[config.mk]
export PLATFORM = sky130hd
export DESIGN_NAME = lbf_link
export DESIGN_NICKNAME = d
export VERILOG_FILES = /design/src/hw/lbf_pkg.sv /design/src/hw/lbf_link.sv
export VERILOG_INCLUDE_DIRS = /design/src /design/src/hw
export SDC_FILE = /design/constraint.sdc
export NUM_CORES = 1
export LEC_CHECK = 0
export CORE_MARGIN = 2
export CORE_UTILIZATION = 64
export DETAILED_ROUTE_END_ITERATION = 8
export DONT_BUFFER_PORTS = 1
export PLACE_DENSITY = 0.89
export SYNTH_ARGS = -nofsm -noshare
export SYNTH_HDL_FRONTEND = slang
export SYNTH_SLANG_ARGS = --single-unit
export TNS_END_PERCENT = 5
[constraint.sdc]
create_clock -name mclk_i -period 3.9 [get_ports mclk_i]
set_input_delay 0.78 -clock mclk_i [delete_from_list [all_inputs] [get_ports mclk_i]]
set_output_delay 0.78 -clock mclk_i [all_outputs]
set_load 0.01 [all_outputs]
[src/hw/lbf_regs.svh]
`ifndef LBF_REGS_SVH
`define LBF_REGS_SVH

`define LBF_CLK_NS      4
`define LBF_BIT_NS      833333
`define LBF_STOP_NS     2450000
`define LBF_BREAK_NS    1200000
`define LBF_RECOV_NS    4000000
`define LBF_SET_HI_NS   13500000
`define LBF_SET_MH_NS   14900000
`define LBF_SET_MI_NS   16300000
`define LBF_SET_ML_NS   17900000
`define LBF_SET_LO_NS   19500000
`define LBF_CEIL(ns)    (((ns) + `LBF_CLK_NS - 1) / `LBF_CLK_NS)
`define LBF_HALF_CYC    ((`LBF_BIT_NS + 2 * `LBF_CLK_NS - 1) / (2 * `LBF_CLK_NS))
`define LBF_SYNC_LAT    24'h000004
`define LBF_PRIO_HI     3'h1
`define LBF_PRIO_MH     3'h2
`define LBF_PRIO_MI     3'h3
`define LBF_PRIO_ML     3'h4
`define LBF_PRIO_LO     3'h5
`define LBF_LEN_8       2'h0
`define LBF_LEN_16      2'h1
`define LBF_LEN_24      2'h2
`define LBF_FIFO_DEPTH  8

`endif

[src/hw/lbf_pkg.sv]
`default_nettype none
package lbf_pkg;
    typedef enum logic [5:0] {
        TX_IDLE   = 6'h01,
        TX_SETTLE = 6'h02,
        TX_SEND   = 6'h04,
        TX_STOP   = 6'h08,
        TX_BREAK  = 6'h10,
        TX_RECOV  = 6'h20
    } lbf_tx_t;

    typedef struct packed {
        logic [23:0] data;
        logic [1:0]  len;
        logic [2:0]  prio;
        logic        twice;
    } lbf_req_t;

    typedef struct packed {
        logic        s1;
        logic        s2;
        logic        s3;
        lbf_tx_t     tst;
        logic [23:0] cnt;
        logic        half;
        logic [4:0]  bidx;
        logic [4:0]  nbits;
        logic [24:0] frame;
        logic [24:0] shreg;
        logic [2:0]  prio;
        logic        twice;
        logic        second;
        logic        oe;
        logic        coll;
        logic        busy;
        logic        rbusy;
        logic        rph;
        logic        rb0;
        logic        rstart;
        logic [23:0] rcnt;
        logic [4:0]  rnb;
        logic [23:0] rsh;
        logic [23:0] rdata;
        logic [1:0]  rlen;
        logic        rvalid;
        logic        ferr;
    } lbf_st_t;
endpackage : lbf_pkg
`default_nettype wire

[src/hw/lbf_link.sv]
// Notes on behaviour
// - A frame is one start bit, the data bits, then one stop condition.
// - Data bits go out and come in most significant bit first.
// - Bits are Manchester coded at 1200 bit/s, 0.833 ms per bit.
// - The idle stop level is held at least 2.45 ms after the last bit.
// - Each command frame waits a priority settling time on an idle line.
// - Send-twice commands go out twice within 100 ms, nothing between.
// - The second copy of a send-twice command uses the High settling time.
// - High settling time is used for that second copy and nothing else.
// - A frame carries 9, 17 or 25 bits counting the start bit.
// - Low is driven actively, high means the output is released.
// - Bus access starts only while the line is seen idle high.
// - Seeing low while releasing is a collision and starts a low break.
// - After a break on a still-low line, wait idle then resend with settling.
// - After a break on an idle line, recover then resend without settling.
// - The break lasts 1.2 to 1.4 ms.
// - The recover sequence lasts 4.0 to 4.6 ms.
`include "lbf_regs.svh"
`default_nettype none

module lbf_fifo #(
    parameter int WIDTH = 30,
    parameter int DEPTH = `LBF_FIFO_DEPTH
) (
    input  wire logic             mclk_i,
    input  wire logic             rstn_i,
    input  wire logic             in_valid_i,
    input  wire logic [WIDTH-1:0] in_data_i,
    output logic                  in_ready_o,
    output logic                  out_valid_o,
    output logic [WIDTH-1:0]      out_data_o,
    input  wire logic             out_ready_i
);
    localparam int AW = $clog2(DEPTH);

    typedef struct packed {
        logic [DEPTH-1:0][WIDTH-1:0] mem;
        logic [AW-1:0]               wp;
        logic [AW-1:0]               rp;
        logic [AW:0]                 cnt;
        logic                        nfull;
        logic                        nempty;
    } lbf_fst_t;

    lbf_fst_t st;
    lbf_fst_t next_st;
    logic     push;
    logic     pop;

    always_comb begin
        next_st = st;
        push = in_valid_i & st.nfull;
        pop = out_ready_i & st.nempty;
        if (push) begin
            next_st.mem[st.wp] = in_data_i;
            next_st.wp = AW'((st.wp + 1'b1) % DEPTH);
        end
        if (pop) begin
            next_st.rp = AW'((st.rp + 1'b1) % DEPTH);
        end
        next_st.cnt = st.cnt + {{AW{1'b0}}, push} - {{AW{1'b0}}, pop};
        next_st.nfull = next_st.cnt != (AW + 1)'(DEPTH);
        next_st.nempty = next_st.cnt != '0;
    end

    always_ff @(posedge mclk_i or negedge rstn_i) begin
        if (!rstn_i) begin
            st <= '0;
            st.nfull <= 1'b1;
        end else begin
            st <= next_st;
        end
    end

    assign in_ready_o  = st.nfull;
    assign out_valid_o = st.nempty;
    assign out_data_o  = st.mem[st.rp];
endmodule : lbf_fifo

module lbf_link
    import lbf_pkg::*;
#(
    parameter logic [23:0] HALF_CYC   = 24'(`LBF_HALF_CYC),
    parameter logic [23:0] STOP_CYC   = 24'(`LBF_CEIL(`LBF_STOP_NS)),
    parameter logic [23:0] BREAK_CYC  = 24'(`LBF_CEIL(`LBF_BREAK_NS)),
    parameter logic [23:0] RECOV_CYC  = 24'(`LBF_CEIL(`LBF_RECOV_NS)),
    parameter logic [23:0] SET_HI_CYC = 24'(`LBF_CEIL(`LBF_SET_HI_NS)),
    parameter logic [23:0] SET_MH_CYC = 24'(`LBF_CEIL(`LBF_SET_MH_NS)),
    parameter logic [23:0] SET_MI_CYC = 24'(`LBF_CEIL(`LBF_SET_MI_NS)),
    parameter logic [23:0] SET_ML_CYC = 24'(`LBF_CEIL(`LBF_SET_ML_NS)),
    parameter logic [23:0] SET_LO_CYC = 24'(`LBF_CEIL(`LBF_SET_LO_NS)),
    parameter int          DEPTH      = `LBF_FIFO_DEPTH
) (
    input  wire logic        mclk_i,
    input  wire logic        rstn_i,
    input  wire logic        tx_valid_i,
    input  wire logic [23:0] tx_data_i,
    input  wire logic [1:0]  tx_len_i,
    input  wire logic [2:0]  tx_prio_i,
    input  wire logic        tx_twice_i,
    output logic             tx_ready_o,
    input  wire logic        line_i,
    output logic             line_o,
    output logic             line_oe_o,
    output logic             rx_valid_o,
    output logic [23:0]      rx_data_o,
    output logic [1:0]       rx_len_o,
    output logic             rx_ferr_o,
    output logic             coll_o,
    output logic             busy_o
);
    lbf_st_t     st;
    lbf_st_t     next_st;
    lbf_req_t    req_in;
    lbf_req_t    req;
    logic        q_valid;
    logic        pop;
    logic        txa;
    logic [23:0] settle_cyc;

    assign req_in = '{data: tx_data_i, len: tx_len_i, prio: tx_prio_i, twice: tx_twice_i};

    // The queue lets software post several commands while one is still waiting out its
    // settling time; its ready is the only back-pressure toward the source.
    lbf_fifo #(
        .WIDTH ($bits(lbf_req_t)),
        .DEPTH (DEPTH)
    ) u_fifo (
        .mclk_i      (mclk_i),
        .rstn_i      (rstn_i),
        .in_valid_i  (tx_valid_i),
        .in_data_i   (req_in),
        .in_ready_o  (tx_ready_o),
        .out_valid_o (q_valid),
        .out_data_o  (req),
        .out_ready_i (pop)
    );

    always_comb begin
        case (st.prio)
            `LBF_PRIO_HI: settle_cyc = SET_HI_CYC;
            `LBF_PRIO_MH: settle_cyc = SET_MH_CYC;
            `LBF_PRIO_MI: settle_cyc = SET_MI_CYC;
            `LBF_PRIO_ML: settle_cyc = SET_ML_CYC;
            default:      settle_cyc = SET_LO_CYC;
        endcase
    end

    always_comb begin
        next_st = st;
        next_st.s1 = line_i;
        next_st.s2 = st.s1;
        next_st.s3 = st.s2;
        next_st.coll = 1'b0;
        next_st.rvalid = 1'b0;
        next_st.ferr = 1'b0;
        next_st.cnt = st.cnt + 24'h000001;
        pop = 1'b0;
        case (st.tst)
            TX_IDLE: begin
                next_st.cnt = '0;
                if (q_valid) begin
                    pop = 1'b1;
                    next_st.tst = TX_SETTLE;
                    next_st.twice = req.twice;
                    next_st.second = 1'b0;
                    // A request for High is demoted; that slot belongs to second copies.
                    next_st.prio = (req.prio == `LBF_PRIO_HI || req.prio == 3'h0)
                                 ? `LBF_PRIO_MH : req.prio;
                    case (req.len)
                        `LBF_LEN_8: begin
                            next_st.frame = {1'b1, req.data[7:0], 16'h0000};
                            next_st.nbits = 5'h09;
                        end
                        `LBF_LEN_16: begin
                            next_st.frame = {1'b1, req.data[15:0], 8'h00};
                            next_st.nbits = 5'h11;
                        end
                        default: begin
                            next_st.frame = {1'b1, req.data};
                            next_st.nbits = 5'h19;
                        end
                    endcase
                end
            end
            TX_SETTLE: begin
                if (!st.s2) begin
                    next_st.cnt = '0;
                end else if (st.cnt >= settle_cyc - 24'h000001) begin
                    next_st.tst = TX_SEND;
                    next_st.shreg = st.frame;
                    next_st.half = 1'b0;
                    next_st.bidx = '0;
                    next_st.cnt = '0;
                end
            end
            TX_SEND: begin
                if (!st.oe && st.cnt == HALF_CYC / 2 && !st.s2) begin
                    next_st.tst = TX_BREAK;
                    next_st.coll = 1'b1;
                    next_st.cnt = '0;
                end else if (st.cnt == HALF_CYC - 24'h000001) begin
                    next_st.cnt = '0;
                    next_st.half = ~st.half;
                    if (st.half) begin
                        next_st.shreg = {st.shreg[23:0], 1'b0};
                        next_st.bidx = st.bidx + 5'h01;
                        if (st.bidx == st.nbits - 5'h01) begin
                            next_st.tst = TX_STOP;
                        end
                    end
                end
            end
            TX_STOP: begin
                if (st.cnt == STOP_CYC - 24'h000001) begin
                    next_st.cnt = '0;
                    if (st.twice && !st.second) begin
                        next_st.second = 1'b1;
                        next_st.prio = `LBF_PRIO_HI;
                        next_st.tst = TX_SETTLE;
                    end else begin
                        next_st.tst = TX_IDLE;
                    end
                end
            end
            TX_BREAK: begin
                if (st.cnt == BREAK_CYC - 24'h000001) begin
                    next_st.tst = TX_RECOV;
                    next_st.cnt = '0;
                end
            end
            TX_RECOV: begin
                // The check waits out the synchroniser so our own break is not seen.
                if (st.cnt == `LBF_SYNC_LAT && !st.s2) begin
                    next_st.tst = TX_SETTLE;
                    next_st.cnt = '0;
                end else if (st.cnt == RECOV_CYC - 24'h000001) begin
                    next_st.tst = TX_SEND;
                    next_st.shreg = st.frame;
                    next_st.half = 1'b0;
                    next_st.bidx = '0;
                    next_st.cnt = '0;
                end
            end
            default: begin
                next_st.tst = TX_IDLE;
                next_st.cnt = '0;
            end
        endcase

        // A one bit drives low in the first half and releases in the second.
        if (next_st.tst == TX_SEND) begin
            next_st.oe = next_st.shreg[24] ^ next_st.half;
        end else begin
            next_st.oe = next_st.tst == TX_BREAK;
        end
        next_st.busy = next_st.tst != TX_IDLE;

        // Our own frames are not received; replies arrive while we settle.
        txa = st.tst != TX_IDLE && st.tst != TX_SETTLE;
        if (!st.rbusy) begin
            if (!txa && st.s3 && !st.s2) begin
                next_st.rbusy = 1'b1;
                next_st.rcnt = '0;
                next_st.rph = 1'b0;
                next_st.rnb = '0;
                next_st.rstart = 1'b0;
                next_st.rsh = '0;
            end
        end else begin
            next_st.rcnt = st.rcnt + 24'h000001;
            if (st.rcnt == HALF_CYC - 24'h000001) begin
                next_st.rcnt = '0;
                next_st.rph = ~st.rph;
            end
            if (st.rcnt == HALF_CYC / 2) begin
                if (!st.rph) begin
                    next_st.rb0 = st.s2;
                end else if (st.rb0 && st.s2) begin
                    next_st.rbusy = 1'b0;
                    if (st.rstart && (st.rnb == 5'h08 || st.rnb == 5'h10 || st.rnb == 5'h18)) begin
                        next_st.rvalid = 1'b1;
                        next_st.rdata = st.rsh;
                        next_st.rlen = (st.rnb == 5'h08) ? `LBF_LEN_8 :
                                       (st.rnb == 5'h10) ? `LBF_LEN_16 : `LBF_LEN_24;
                    end else begin
                        next_st.ferr = 1'b1;
                    end
                end else if (st.rb0 == st.s2 || (!st.rstart && st.rb0)
                             || st.rnb == 5'h18) begin
                    next_st.rbusy = 1'b0;
                    next_st.ferr = 1'b1;
                end else if (!st.rstart) begin
                    next_st.rstart = 1'b1;
                end else begin
                    next_st.rsh = {st.rsh[22:0], st.s2};
                    next_st.rnb = st.rnb + 5'h01;
                end
            end
        end
    end

    always_ff @(posedge mclk_i or negedge rstn_i) begin
        if (!rstn_i) begin
            st <= '0;
            st.s1 <= 1'b1;
            st.s2 <= 1'b1;
            st.s3 <= 1'b1;
            st.tst <= TX_IDLE;
            st.prio <= `LBF_PRIO_LO;
        end else begin
            st <= next_st;
        end
    end

    assign line_o     = 1'b0;
    assign line_oe_o  = st.oe;
    assign rx_valid_o = st.rvalid;
    assign rx_data_o  = st.rdata;
    assign rx_len_o   = st.rlen;
    assign rx_ferr_o  = st.ferr;
    assign coll_o     = st.coll;
    assign busy_o     = st.busy;
endmodule : lbf_link
`default_nettype wire

# Word level (Yosys, flattened, before mapping)
# Index checks and enable logic that the tools add are counted.
# totals
output_inout_bits	33
wordCells	216
ff_bits	439
input_bits	34
# op_classes
reduce_logical	35
n_mux	74
add_sub_neg	10
n_lt_le_gt_ge	4
bitwise	5
n_eq_ne	47
# ops
cell	count
240-bit bitwise mux	1
30-bit 2-to-1 mux	6
30-bit case mux with 6 select lines	1
25-bit 2-to-1 mux	7
57-bit 2-to-1 mux	2
36-bit 2-to-1 mux	3
54-bit 2-to-1 mux	2
23-bit case mux with 4 select lines	1
30-bit binary-select mux with 3-bit select	1
30-bit demux with 3-bit select	1
29-bit 2-to-1 mux	3
25-bit case mux with 3 select lines	1
30-bit case mux with 2 select lines	1
27-bit 2-to-1 mux	2
24-bit by 1-bit adder with 24-bit output (second input constant)	2
24-bit by 16-bit == test with 1-bit output (second input constant)	2
24-bit by 17-bit == test with 1-bit output (second input constant)	2
24-bit by 20-bit == test with 1-bit output (second input constant)	2
24-bit 2-to-1 mux	2
6-bit 2-to-1 mux	7
2-bit != test (second input constant)	13
24-bit by 19-bit == test with 1-bit output (second input constant)	1
24-bit by 3-bit == test with 1-bit output (second input constant)	1
24-bit greater-or-equal comparator	1
other kinds (50)	110

# Longest topological paths before layout
# Gate-level depths: netlist of the first run.
# depth
ltp_word	9
mapped_depth	15
mapped_depth_nobuf	13

# Modules after synthesis
# Synthesis of the first run repeated with hierarchy kept, for this count alone.
# unflattened
cells_unflattened	1710
area_unflattened_um2	20668.6
# by_module_without_submodules
mod	area_each_um2	cells_each	instances	seq_area_each_um2
lbf_fifo	11217.0	669	1	6307.3
lbf_link	9451.6	1041	1	4611.9

# Least setup slack after synthesis of the first run
# OpenSTA, ideal clock, no wires.
# synth_path
path_type	reg2reg
start	register st[92] (netlist name)
end	register st[109] (netlist name)
stages_incl_launch_ff	16
path_slack_ns	0.877
t_required_ns	3.833
arrival_time_ns	2.956
period_less_slack_ns	3.023
n_path_buf	2
setup_ns	0.067
cell_sequence	dfstp_2 -> nand2b_1 -> nor2_1 -> nor2_1 -> inv_1 -> ha_1 -> a21oi_1 -> o22ai_1 -> o31a_1 -> o21a_1 -> or2_2 -> a21oi_1 -> buf_2 -> buf_1 -> nand2_1 -> nand2_1
# synth_between
elab_chain_len	6
word_cells_on_any_way	9
cone_classes	add/sub: 1; order compare: 1; eq/ne: 5; mux: 1; reduce/logical: 1
# synth_lines
element	line_no	source
start: declaration	lbf_link.sv:112	lbf_st_t st;
start signal: assignment	lbf_link.sv:312	st <= next_st;
3-bit == test (tied with other cells)	lbf_link.sv:140	case (st.prio)
23-bit case mux with 4 select lines *	lbf_link.sv:140	
24-bit by 1-bit subtractor with 24-bit output *	lbf_link.sv:189	end else if (st.cnt >= settle_cyc - 24'h000001) begin
24-bit greater-or-equal comparator *	lbf_link.sv:189	
2-bit != test (no line) *	n/a	
8-bit AND reduction (no line) *	n/a	
# Every way passes the cells marked *; elsewhere a longest branch is shown, timed or not.
# A chain may end at the register's enable or synchronous reset.

# Final worst setup path of the first run
# layout_path
start	register st[90] (netlist name)
end	register st[152] (netlist name)
# Same word-level chain as after synthesis.

==> impl_metrics.tcl, run 1 <==
set metrics [dict create \
    outcome "finished with violations" \
    violations "negative hold slack" \
    p_switching_mw 3.93 \
    fin_ws_ns 0.659 \
    first_pass_iters 5 \
    cts.clk_slew.worst_paths_ns 0.06 \
    die_area_sq_um 33800 \
    ys.flop_type "dfrtp_1" \
    die_h_um 184 \
    rsz0062_at_grt "no" \
    intPower_mw 10.9 \
    grt_pass1_wl_mm 72.5 \
    yosys-top-cells-area "dfrtp_1, mux2_2, mux4_2, nand2_1, o21ai_0" \
    synth_edf_count 0 \
    post-dp-hpwl_mm 27.4 \
    ant_nets 0 \
    cp_slowest_cell "dfstp_2" \
    crit_fanout 32 \
    slowest_delay_ns 0.57 \
    synth_area_per_cell_sq_um 11.8 \
    drcViolationCount 0 \
    grt_pass1_vias 14000 \
    p_seq_frac 0.452 \
    cts_htree_levels 2 \
    cts_tree "done" \
    synth_cell_types 66 \
    path_common_cell "or2_2" \
    power_density_nw_per_um2 655 \
    yosysWarningCount 0 \
    clkLatencyLatePin_ns 0.56 \
    antenna_found_initial 0 \
    drv_cap 0 \
    clock-sinks 436 \
    syn_to_final_growth_pct 9.36 \
    cts-root-buf "clkbuf_16" \
    clock_skew_ns 0.0279 \
    synthTopCellsByCount "dfrtp_1, nand2_1, mux2_2" \
    yosys.area.top_type "dfrtp_1" \
    vias_per_cell 6.34 \
    worst_pin_slew_ns 1.06 \
    fin_crit_sh 0.831 \
    hold_viol 27 \
    p_leak_nw 9.87 \
    wl_per_cell_um 20.6 \
    dp_slack_ns 0.709 \
    min_path_type "in -> async" \
    postCtsSetupRepairBufs 0 \
    core-area_sq_um 31700 \
    syn_area_sq_um 20700 \
    drive_gt1_frac 0.254 \
    swShare 0.265 \
    critPathRequiredTime_ns 4.36 \
    combPwrFrac 0.229 \
    holdWs_ns -0.0328 \
    synth_seq_cells 436 \
    slew_headroom 0.294 \
    clkPwrFrac 0.320 \
    synth_top_area_share 0.519 \
    worst_setup_path_end_kind "register" \
    arrival_ns 3.70 \
    clk_path_buf_depth 3 \
    synth.most_common_cell "dfrtp_1" \
    syn-num-nets 1831 \
    tns_ns 0 \
    port_buffers 0 \
    die_x_um 184 \
    grt_use_total 0.269 \
    initial_core_util 0.653 \
    post-route-util 0.714 \
    crit_chain "nor2_1 > and2_1 > or2_2 > inv_1 > ha_1 > and4_1 > nand2b_1 > nor3_1 > o21a_1 > or2_2 > a21oi_2 > buf_4 > or4_1 > a21oi_1" \
    io_pins 67 \
    overflow 0 \
    wirelength_mm 44.2 \
    drt_iter0_drc 1417 \
    setup_violations 0 \
    fin_nets 1783 \
    grt_max_degree 437 \
    diodes 0 \
    drv_slew 0 \
    fp-row-count 65 \
    seq_area_frac_synth 0.527 \
    fin_crit_ns 3.24 \
    synthArstFlopShare 1.00 \
    crit_type "reg -> reg" \
    dr_total_vias 13600 \
    syn_inst 1761 \
    startpoint_type "register" \
    max_freq_ghz 0.309 \
    cts_made_buffers 45 \
    place_congestion 0.931 \
    cts-resized-gates 0 \
    ir_worst_vdd_mv 0.504 \
]
==> cells by family after synthesis <==
logic type                 synth area share
and+or+nand+nor                       0.123
other                              0.000181
muxes                                 0.217
DFF                                   0.527
xor gates and xnor gates             0.0165
AOI/OAI and AO/OA                    0.0592
adders and majority gates            0.0221
buffers and inverters                0.0347
==> final timing paths <==
check	start	to	slack, ns	cells past startpoint
max in group asynchronous	rstn_i	u_fifo.st[6]	3.30	0
max reg2reg	st[90]	st[152]	0.66	14
max	st[90]	st[152]	0.66	14
min	rstn_i	st[165]	-0.03	0
min reg2reg	next_st[185]	next_st[184]	0.36	0
min in group mclk_i	line_i	next_st[185]	0.24	0
==> per-stage QoR <==
stage	instance area, sq um	total power [mW]	instances
finish	22600	14.8	2152
detailed placement	21000	10.0	2068
floorplan	20700	9.11	1761
CTS	22600	14.9	2152
global route	22600	15.4	2152
global placement	21000	9.68	2068
==> critical path, delay by kind of cell (launching register included) <==
kind	cells	cell delay, ns
simple gates	8	1.73
flops	1	0.57
compound gates	3	0.41
buf+inv	2	0.30
fa+ha+maj	1	0.14
==> metal layers <==
layer,global-route usage,up-vias,routed length (um)
li1,-,6109,-
met2,0.450,457,22000
met4,0.104,0,1470
met5,0,-,0
met3,0.0517,129,2670
met1,0.351,6942,18100
==> sequential cells by signal, indices dropped and copies added (netlist names), 2 cells and up <==
signal	flops
next_st	2
rx_data_o	24
rx_len_o	2
st	151
u_fifo.st	250
==> area by class of cell <==
type,count,area [sq um]
Sequential cell,436,10900
Fill cell,1977,9080
Clock inverter,15,308
Inverter,34,128
Timing Repair Buffer,28,260
Multi-Input combinational cell,1168,9140
Clock buffer,69,1380
Tap cell,402,503
==> cell usage in the layout, fill, tap and decap left out, types with 7 or more instances in the layout <==
cell type,n
a21o_1,7
a21oi_1,40
a22oi_1,23
and3_1,13
buf_4,24
bufinv_16,8
clkbuf_1,9
clkbuf_16,46
clkbuf_8,14
dfrtp_1,426
dfstp_2,7
ha_1,35
inv_1,34
mux2_2,246
mux2i_1,34
mux4_2,60
nand2_1,264
nand2b_1,15
nand3_1,36
nand4_1,19
nor2_1,103
nor2b_1,9
nor3_1,20
o21ai_0,91
o31ai_1,18
xnor2_1,22
xor2_1,17
==> power groups by stage <==
stage / Combinational, mW / Sequential [mW] / Clock [mW]
after detailed placement: 3.33 / 6.72 / 0
after global routing: 3.61 / 6.82 / 5.01
after floorplan: 2.69 / 6.42 / 0
after global placement: 3.13 / 6.55 / 0
final: 3.39 / 6.69 / 4.74
after CTS: 3.40 / 6.67 / 4.81
Power figures use the tool's default switching activity.
==> inputs of run 2 (changes only) <==
- CORE_UTILIZATION: 64 -> 58
- PLACE_DENSITY: 0.89 -> 0.85
- clock period: 3.9 -> 2.8 ns (I/O delays scaled with it)
==> run 2 against run 1 <==
The run ends with negative hold slack, negative setup slack left. Count of clock-buffer cells in the layout decreased by 3. Sequential share of layout area down 1.5 points. Final cell count grew 5.0%. Power grew 37%. Routed wire length up 2.8%. Global-route usage down 1.6 points. Critical path depth down 1. Sequential cell count unchanged.
==> impl_metrics.tcl, run 2 (same netlist as run 1, synthesis figures left out) <==
set metrics [dict create \
    diodes 0 \
    slew_headroom 0.00626 \
    ir_worst_vdd_mv 0.748 \
    grt_pass1_vias 14300 \
    clkLatencyLatePin_ns 0.58 \
    worst_setup_path_end_kind "register" \
    holdWs_ns -0.304 \
    outcome "finished with violations" \
    fin_nets 1834 \
    antenna_found_initial 0 \
    critPathRequiredTime_ns 3.27 \
    clock-sinks 436 \
    place_congestion 0.906 \
    clk_path_buf_depth 3 \
    min_path_type "in -> async" \
    io_pins 67 \
    die_area_sq_um 37200 \
    cts_made_buffers 45 \
    core-area_sq_um 35400 \
    fin_ws_ns -0.117 \
    power_density_nw_per_um2 868 \
    first_pass_iters 5 \
    setup_violations 20 \
    startpoint_type "register" \
    post-dp-hpwl_mm 28.6 \
    drcViolationCount 0 \
    r2r-start "st[90]" \
    crit_fanout 5 \
    violations "negative hold slack, negative setup slack" \
    wirelength_mm 45.5 \
    die_x_um 193 \
    layout_commonest_cell "dfrtp_1" \
    initial_core_util 0.585 \
    arrival_ns 3.39 \
    fin_crit_sh 1.04 \
    vias_per_cell 6.07 \
    grt_max_degree 437 \
    crit_type "reg -> reg" \
    die_h_um 193 \
    drv_slew 0 \
    reg2reg_depth 13 \
    holdBufCountCts 1 \
    rr_endpoint "line_oe_o" \
    overflow 0 \
    cts_htree_levels 2 \
    grt_pass1_wl_mm 74.5 \
    worst_pin_slew_ns 1.49 \
    wl_per_cell_um 20.1 \
    post-route-util 0.660 \
    place_area_sq_um 21500 \
    fp-row-count 69 \
    r2r_slack_ns -0.12 \
    cts.clk_slew.worst_paths_ns 0.06 \
    dr_total_vias 13700 \
    fin_area_sq_um 23300 \
    grt_use_total 0.254 \
    syn_to_final_growth_pct 12.8 \
    largest_reg_flops 250 \
    drt_iter0_drc 1038 \
    cts_tree "done" \
    hold_viol 341 \
    max_freq_ghz 0.343 \
    place_inst 2173 \
    p_leak_nw 10.1 \
    final_cell_mix "dfrtp_1, nand2_1, mux2_2" \
    drive_gt1_frac 0.296 \
    fin_crit_ns 2.92 \
    drv_cap 0 \
    ant_nets 0 \
    layoutNonFillerInstCount 2259 \
    top_register "u_fifo.st" \
    clock_skew_ns 0.0228 \
    port_buffers 0 \
    cts-root-buf "clkbuf_16" \
    rsz0062_at_grt "yes" \
]
run 2: what timing repair did:
item                       in CTS  in global routing
setup buffers                   2                  2
pin swaps                       7                 17
gates cloned                    0                  0
setup endpoints to repair      36                 59
resized for setup              18                 39
hold endpoints to repair      437                429
run 2: critical path, stage by stage, from the launching register on:
cell,delay [ns]
dfstp_2,0.60
buf_6,0.12
nor2b_4,0.04
nor2_4,0.11
inv_2,0.06
ha_4,0.25
a21oi_4,0.14
o22ai_2,0.07
o31a_1,0.31
o21a_1,0.20
or2_4,0.28
a311o_1,0.31
xor2_1,0.17
a21o_1,0.16
run 2: through the flow:
step                TNS [ns]  power [mW]  worst slack, ns
floorplan            -0.0470        12.7          -0.0470
global placement      -0.128        13.6          -0.0948
detailed placement     -3.31        14.1           -0.173
CTS                   -0.303        20.4          -0.0761
global route           -5.00        21.2           -0.198
finish                -0.638        20.3           -0.117
run 2: how the worst max path moves through the flow:
stage | cells past startpoint | startpoint | to | slack, ns
after floorplan | 13 | st[92] | line_oe_o | -0.05
after global placement | 13 | st[92] | line_oe_o | -0.09
after detailed placement | 13 | st[92] | line_oe_o | -0.17
after CTS | 13 | st[92] | line_oe_o | -0.08
after global routing | 13 | st[90] | line_oe_o | -0.20
final | 13 | st[90] | line_oe_o | -0.12
run 2: power by group:
group / total (mW) / internal, mW / switching (mW)
combinational: 4.79 / 2.89 / 1.89
clock: 6.18 / 3.72 / 2.46
sequential: 9.29 / 8.21 / 1.08
run 2: area by class of cell:
type / count / area, sq um
fillers: 2499 / 12100
flip-flops and latches: 436 / 10900
multi-input cells: 1168 / 9370
clock buffers: 66 / 1320
repair buffers: 79 / 811
well taps: 461 / 577
clock inverters: 15 / 216
inverters: 34 / 128
run 2: per-layer routing:
| layer | routed length, um | global-route usage | vias to the layer above |
|---|---|---|---|
| li1 | - | - | 6206 |
| met1 | 18900 | 0.332 | 7057 |
| met4 | 1300 | 0.0929 | 0 |
| met2 | 22900 | 0.425 | 348 |
| met3 | 2350 | 0.0485 | 93 |
| met5 | 0 | 0 | - |
